===== config.mk =====
export PLATFORM = sky130hd
export DESIGN_NAME = move_swap_instruction_exec
export DESIGN_NICKNAME = d
export VERILOG_FILES = /design/src/design/move_swap_pkg.sv /design/src/design/move_swap_instruction_exec.sv /design/src/design/file_regs.sv
export SDC_FILE = /design/constraint.sdc
export NUM_CORES = 1
export LEC_CHECK = 0
export BUFFER_PORTS_ARGS = -buffer_cell sky130_fd_sc_hd__buf_4
export CORE_AREA = 2 2 193 195
export CTS_CLUSTER_SIZE = 40
export DETAILED_ROUTE_END_ITERATION = 16
export DIE_AREA = 0 0 195 197
export SYNTH_ARGS = -nofsm -noshare
export SYNTH_HDL_FRONTEND = slang
export SYNTH_SLANG_ARGS = --single-unit

===== constraint.sdc =====
create_clock -name clk -period 3 [get_ports clk]
set_input_delay 0.15 -clock clk [delete_from_list [all_inputs] [get_ports clk]]
set_output_delay 0.15 -clock clk [all_outputs]
set_load 0.01 [all_outputs]

===== src/design/move_swap_pkg.sv =====
// package with encodings, widths, reset values and carriers for the move/swap executor
// Notes on behaviour
// - move file passes addressed value unchanged
// - dest bit 0 to working, 1 to file
// - move file updates zero flag
// - swap exchanges upper and lower nibbles
// - swap dest bit selects working or file
package move_swap_pkg;
    localparam int DATA_W = 8;                       // data path width
    localparam int INSN_W = 12;                      // instruction word width
    localparam int ADDR_W = 5;                       // file address width
    localparam int FILE_DEPTH = 32;                  // number of file registers
    localparam int DEST_BIT = 5;                     // destination select position
    localparam logic [5:0] MOVE_FILE_TOP = 6'h08;    // bits 11:6 of move file
    localparam logic [5:0] SWAP_TOP = 6'h0e;         // bits 11:6 of nibble exchange
    localparam logic [6:0] STORE_TOP = 7'h01;        // bits 11:5 of store working
    localparam logic [3:0] LITERAL_TOP = 4'hc;       // bits 11:8 of load literal
    localparam logic [11:0] IDLE_WORD = 12'h000;     // idle word
    localparam logic [7:0] WORK_RESET = 8'h00;       // working register after reset
    localparam logic ZERO_RESET = 1'b0;              // zero flag after reset

    // decoded operation
    typedef enum logic [2:0] {
        OP_IDLE,
        OP_MOVE,
        OP_SWAP,
        OP_STORE,
        OP_LITERAL,
        OP_OTHER
    } op_t;

    // one instruction presented to the block
    typedef struct packed {
        logic valid;                 // word present this cycle
        logic [INSN_W-1:0] word;     // instruction word
    } insn_t;

    // file write request toward the memory
    typedef struct packed {
        logic en;                    // write this cycle
        logic [ADDR_W-1:0] addr;     // target address
        logic [DATA_W-1:0] data;     // value
    } file_wr_t;
endpackage


===== src/design/move_swap_instruction_exec.sv =====
// executor for move, swap, literal load, store and idle instructions
`timescale 1ns/1ns
module move_swap_instruction_exec (
    input wire logic clk,
    input wire logic reset_n,
    input wire move_swap_pkg::insn_t insn_in,
    output logic busy,
    output logic [7:0] working_r,
    output logic zero_flag_r,
    output logic done_r,
    output move_swap_pkg::file_wr_t file_wr_r,
    input wire logic ext_wr_en,
    input wire logic [4:0] ext_wr_addr,
    input wire logic [7:0] ext_wr_data
);
    // one word is offered at a time; move and swap need a second cycle
    // because the operand comes out of a registered file read
    // two-step sequencer: fetch takes a word, exec retires a file op
    typedef enum logic {
        ST_FETCH,
        ST_EXEC
    } state_t;

    // sequencer state
    state_t state_r, state_nxt;               // sequencer state
    logic [11:0] word_r, word_nxt;            // held instruction word
    // next values of the architectural state and the outputs
    logic [7:0] working_nxt;                  // next working register
    logic zero_nxt;                           // next zero flag
    logic done_nxt;                           // next completion pulse
    move_swap_pkg::file_wr_t wr_nxt;          // next file write
    // decode results
    move_swap_pkg::op_t op_now, op_held;      // decode of incoming and held words
    // file port wiring
    logic [7:0] file_rd;                      // registered file read data
    logic [7:0] result;                       // computed result for file ops
    logic [4:0] rd_addr;                      // read address to memory
    logic mem_wr_en;                          // merged write enable
    logic [4:0] mem_wr_addr;                  // merged write address
    logic [7:0] mem_wr_data;                  // merged write data

    // classify an instruction word
    // the all-zero word is tested first so it never falls into another group;
    // used for both the offered and the held word
    function automatic move_swap_pkg::op_t decode(input logic [11:0] w);
        if (w == move_swap_pkg::IDLE_WORD) begin
            // idle word
            decode = move_swap_pkg::OP_IDLE;
        end else if (w[11:6] == move_swap_pkg::MOVE_FILE_TOP) begin
            // move file: bit 5 picks the destination, bits 4:0 the register
            decode = move_swap_pkg::OP_MOVE;
        end else if (w[11:6] == move_swap_pkg::SWAP_TOP) begin
            // nibble exchange: same destination and address fields as move
            decode = move_swap_pkg::OP_SWAP;
        end else if (w[11:5] == move_swap_pkg::STORE_TOP) begin
            // store working: bits 4:0 name the target register
            decode = move_swap_pkg::OP_STORE;
        end else if (w[11:8] == move_swap_pkg::LITERAL_TOP) begin
            // load literal: bits 7:0 carry the value
            decode = move_swap_pkg::OP_LITERAL;
        end else begin
            // any other word retires with no effect
            decode = move_swap_pkg::OP_OTHER;
        end
    endfunction

    // decode of the offered word steers the fetch step
    assign op_now = decode(insn_in.word);
    // decode of the held word steers the exec step
    assign op_held = decode(word_r);
    // address the file as soon as the word arrives so data is ready next cycle
    assign rd_addr = insn_in.word[4:0];
    // handshake: block cannot take a word while a file op executes;
    // a word offered then is dropped, not queued
    assign busy = (state_r == ST_EXEC);

    // outside writes share the port when the block itself is not writing;
    // an outside write that meets an internal write in one cycle is lost
    assign mem_wr_en = file_wr_r.en | ext_wr_en;
    assign mem_wr_addr = file_wr_r.en ? file_wr_r.addr : ext_wr_addr;
    assign mem_wr_data = file_wr_r.en ? file_wr_r.data : ext_wr_data;

    // operand storage; read data arrive one edge after the address
    // the write port takes the merged internal or outside write
    file_regs #(
        .DEPTH(move_swap_pkg::FILE_DEPTH),
        .AW(move_swap_pkg::ADDR_W),
        .DW(move_swap_pkg::DATA_W)
    ) u_file (
        .clk(clk),
        .rd_addr(rd_addr),
        .wr_en(mem_wr_en),
        .wr_addr(mem_wr_addr),
        .wr_data(mem_wr_data),
        .rd_data(file_rd)
    );

    // forward a pending write to the same address, since memory read is stale then
    logic [7:0] file_val;      // operand seen by file ops
    logic fwd_r, fwd_nxt;      // forward flag
    logic [7:0] fwd_data_r;    // forwarded value
    logic [7:0] fwd_data_nxt;  // next forwarded value

    // compare the write entering the file with the address being read;
    // the file returns the old word on such a collision, so keep a copy
    always_comb begin
        fwd_nxt = mem_wr_en && (mem_wr_addr == rd_addr);
        fwd_data_nxt = mem_wr_data;
    end

    // prefer the kept copy over the stale read data
    assign file_val = fwd_r ? fwd_data_r : file_rd;

    // result of the held file op: exchange nibbles for swap, pass for move
    always_comb begin
        if (op_held == move_swap_pkg::OP_SWAP) begin
            result = {file_val[3:0], file_val[7:4]};
        end else begin
            result = file_val;
        end
    end

    // next state of the executor
    // defaults: hold every register, no completion pulse, no file write
    // a single case on the state keeps fetch and exec from overlapping
    always_comb begin
        state_nxt = state_r;
        word_nxt = word_r;
        working_nxt = working_r;
        zero_nxt = zero_flag_r;
        done_nxt = 1'b0;
        wr_nxt = '0;
        unique case (state_r)
            ST_FETCH: begin
                // take a word whenever one is offered
                if (insn_in.valid) begin
                    unique case (op_now)
                        move_swap_pkg::OP_MOVE, move_swap_pkg::OP_SWAP: begin
                            // operand read in flight; finish next cycle
                            word_nxt = insn_in.word;
                            state_nxt = ST_EXEC;
                        end
                        move_swap_pkg::OP_LITERAL: begin
                            // literal lands in working; flags untouched
                            working_nxt = insn_in.word[7:0];
                            done_nxt = 1'b1;
                        end
                        move_swap_pkg::OP_STORE: begin
                            // working value goes to the addressed register; flags untouched
                            wr_nxt.en = 1'b1;
                            wr_nxt.addr = insn_in.word[4:0];
                            wr_nxt.data = working_r;
                            done_nxt = 1'b1;
                        end
                        default: begin
                            // idle and foreign words retire with no effect
                            done_nxt = 1'b1;
                        end
                    endcase
                end
            end
            ST_EXEC: begin
                // retire the held move or swap
                if (word_r[move_swap_pkg::DEST_BIT]) begin
                    // write back to the same file register
                    wr_nxt.en = 1'b1;
                    wr_nxt.addr = word_r[4:0];
                    wr_nxt.data = result;
                end else begin
                    // destination is the working register
                    working_nxt = result;
                end
                // only move touches the zero flag; swap leaves it alone
                if (op_held == move_swap_pkg::OP_MOVE) begin
                    zero_nxt = (result == 8'h00);
                end
                done_nxt = 1'b1;
                state_nxt = ST_FETCH;
            end
        endcase
    end

    // sequencer registers
    always_ff @(posedge clk) begin
        if (!reset_n) begin
            state_r <= ST_FETCH;
            word_r <= move_swap_pkg::IDLE_WORD;
        end else begin
            state_r <= state_nxt;
            word_r <= word_nxt;
        end
    end

    // working register and zero flag
    always_ff @(posedge clk) begin
        if (!reset_n) begin
            working_r <= move_swap_pkg::WORK_RESET;
            zero_flag_r <= move_swap_pkg::ZERO_RESET;
        end else begin
            working_r <= working_nxt;
            zero_flag_r <= zero_nxt;
        end
    end

    // completion pulse and the write toward the file port
    always_ff @(posedge clk) begin
        if (!reset_n) begin
            done_r <= 1'b0;
            file_wr_r <= '0;
        end else begin
            done_r <= done_nxt;
            file_wr_r <= wr_nxt;
        end
    end

    // forwarding registers; cleared in reset so no stale copy
    // can stand in for the operand of the first file op
    always_ff @(posedge clk) begin
        if (!reset_n) begin
            fwd_r <= 1'b0;
            fwd_data_r <= 8'h00;
        end else begin
            fwd_r <= fwd_nxt;
            fwd_data_r <= fwd_data_nxt;
        end
    end
endmodule


===== src/design/file_regs.sv =====
// small register file with registered read data
`timescale 1ns/1ns
module file_regs #(
    parameter int DEPTH = 32,
    parameter int AW = 5,
    parameter int DW = 8
) (
    input wire logic clk,
    input wire logic [AW-1:0] rd_addr,
    input wire logic wr_en,
    input wire logic [AW-1:0] wr_addr,
    input wire logic [DW-1:0] wr_data,
    output logic [DW-1:0] rd_data
);
    logic [DW-1:0] mem [DEPTH];  // storage

    // write port and registered read port; read returns old data on a collision
    always_ff @(posedge clk) begin
        if (wr_en) begin
            mem[wr_addr] <= wr_data;
        end
        rd_data <= mem[rd_addr];
    end
endmodule


==> impl_metrics.ini <==
[run_status]
status = complete, no violations

[sta]
period_share_pct = 87.4
hold_ws_ns = 0.0490
hold_violations = 0
fmax_mhz = 382
slew_headroom_pct = 46.7
clock_skew_ns = 0.0217
rsz0062_at_grt = false
worstMarginPinSlew_ns = 0.800
drv_slew = 0
setup_viol = 0
min_period_ns = 2.62
setup_tns_ns = 0

[setup_path]
arrival_ns = 2.76
crit_chain = mux2i_1 -> nor2b_1 -> nand2_1 -> nor2_1
rrSetupSlack_ns = 0.38
path_max_fanout = 13
worst_r2r_path_depth = 4
rr_endpoint = u_file.mem[6][1]
cpPeakStageDelay_ns = 0.67
required_ns = 3.14
reg2reg_from = file_wr_r[13]
cp-end-kind = flip-flop
crit_start = file_wr_r[13]
endpoint = u_file.mem[6][1]
slowest_stage = dfxtp_1
crit_path_start_kind = flip-flop
crit_type = flip-flop to flip-flop

[power]
power_density_nw_per_um2 = 623
peakVddDrop_v = 0.000343
power_mw = 9.08
leakagePower_nw = 4.95

[yosys]
synthArstFlopShare_pct = 0
synth_area_sq_um = 12600
ys_seq_area_share_pct = 69.6
synth-seq-cells = 310
synth.net_count = 786
synthDistinctLibCells = 52
synth_cells = 757
yosys_warnings = 0
synth_edf_count = 256
synth.avg_cell_area_sq_um = 16.6
synth_ff_type = edfxtp_1

[placement]
routabilityCongestion = 0.792
dp_hpwl_um = 18100
portBuffers = 53
place_area_sq_um = 13500

[flow_run]
drv_cap = 0

[detailed_routing]
route.detailed.drc = 0
totalWireLength_um = 28400
wl_per_cell_um = 21.4
ant_nets = 0
vias = 6777
drtIter0Drc = 571
drt_first_pass_iters = 7
vias_per_cell = 5.11

[clocking]
clk_latency_ns = 0.52
clk_path_buf_depth = 3
clock_sinks = 310
cts_buffers = 34
h-tree-depth = 2
ctsRootBufferMaster = clkbuf_16
cts_tree = built
postCtsSetupRepairBufs = 0
clk_pin_slew_ns = 0.06

[die]
die_w_um = 195
core_area_sq_um = 36300
chipHeight_um = 197
rows = 70
die-area_sq_um = 38400
ios = 54
floorplan.initialDensity_pct = 34.8

[cells_and_area]
areaGrowthSynthToFinish_pct = 15.7
fillers = 3283
drive_gt1_share_pct = 25.6
antenna_cells = 0
final_cell_area_sq_um = 14600
layout.nets = 869

[global_routing]
grt_first_pass_wirelength_um = 42400
grt_usage_pct = 14.7
overflow = 0
grt_max_degree = 43
grt_pass1_vias = 6784
antenna_found_initial = 1

[min_path]
hp-class = input port to flip-flop
==> report_power, final <==
group          internal [mW]  leakage (nW)  switching (mW)
Combinational          0.203          1.70           0.315
Clock                   2.26         0.504            1.58
Sequential              4.71          2.75          0.0186
==> sequential cells by signal, summed over array words and instances, names as in the netlist <==
register,cells
working_r,8
zero_flag_r,1
fwd_r,1
busy,1
done_r,1
file_wr_r,14
u_file.rd_data,8
word_r,12
u_file.mem,256
fwd_data_r,8
==> cell usage after synthesis (all sizes together), types with 8 or more instances <==
cell	n	area, sq um
edfxtp	256	7690
mux2i	61	611
dfxtp	54	1080
nor2	49	186
nand2	46	173
mux4	42	946
o21ai	31	155
buf	26	183
mux2	20	225
a221oi	16	140
a22oi	16	120
clkbuf	16	113
a211oi	14	135
or2b	12	105
and2	10	62.6
inv	8	30.0
o22a	8	70.1
o22ai	8	50.1
==> cells by family (layout without fill, tap and decap cells) <==
group	count (synthesis)	count (layout)	synth area share, %
multiplexers	123	123	14.1
XOR/XNOR	6	6	0.417
flip-flops	310	310	69.6
buffers and inverters	53	155	2.96
AND/OR/NAND/NOR	155	155	6.33
AO/OA/AOI/OAI	110	110	6.57
==> worst max-delay path, delay by kind of cell, from the launching register on <==
family	cells	cell delay, ns
and+or+nand+nor	3	1.05
DFF	1	0.67
muxes	1	0.53
==> cell type report <==
| type | instances | area (sq um) | share of cell area [%] |
|---|---|---|---|
| inverter | 9 | 33.8 | 0.232 |
| clock buffer | 48 | 976 | 6.69 |
| clock inverter | 7 | 55.1 | 0.378 |
| tap | 468 | 586 | 4.02 |
| sequential | 310 | 8770 | 60.1 |
| timing repair buffer | 91 | 703 | 4.82 |
| multi-input combinational | 394 | 3460 | 23.7 |
==> repair_timing <==
item	4_1_cts	5_1_grt
gates resized for setup	0	0
endpoints found under the hold margin	6	0
hold buffers	8	0
==> routing by layer <==
| metal | GRT usage, % | routed length (um) | vias to the layer above |
|---|---|---|---|
| met5 | 0 | 0 | - |
| met1 | 20.6 | 12900 | 3388 |
| met2 | 23.3 | 13000 | 218 |
| met4 | 5.00 | 705 | 0 |
| li1 | - | - | 3130 |
| met3 | 2.69 | 1680 | 41 |
==> cell usage in the layout, fill, tap and decap left out, types with 9 or more instances in the layout <==
cell type  netlist  layout
and2_1          10      10
clkbuf_1         9       9
buf_4            5      83
mux4_2          42      42
dfxtp_1         54      54
clkbuf_16        0      36
nand2_1         46      46
or2b_2          12      12
a221oi_1        16      16
a22oi_1         16      16
o21ai_1          9       9
edfxtp_1       256     256
mux2i_1         61      61
mux2_2          20      20
o21ai_0         22      22
nor2_1          48      48
==> worst min-delay path by stage <==
stage	start	end	cells past startpoint
finish	insn_in[7]	working_r[7]	3
CTS	insn_in[7]	working_r[7]	3
floorplan	insn_in[12]	done_r	2
global route	insn_in[7]	working_r[7]	3
detailed placement	insn_in[12]	done_r	3
global placement	insn_in[12]	done_r	3
==> through the flow <==
stage               setup slack [ns]  std cells  utilization, %
finish                         0.379       1327            40.2
global route                   0.185       1327            40.2
CTS                            0.371       1327            40.2
detailed placement             0.389       1264            37.2
global placement               0.539       1264            37.2
floorplan                      0.896        757               -
(Power assumes the default switching activity.)
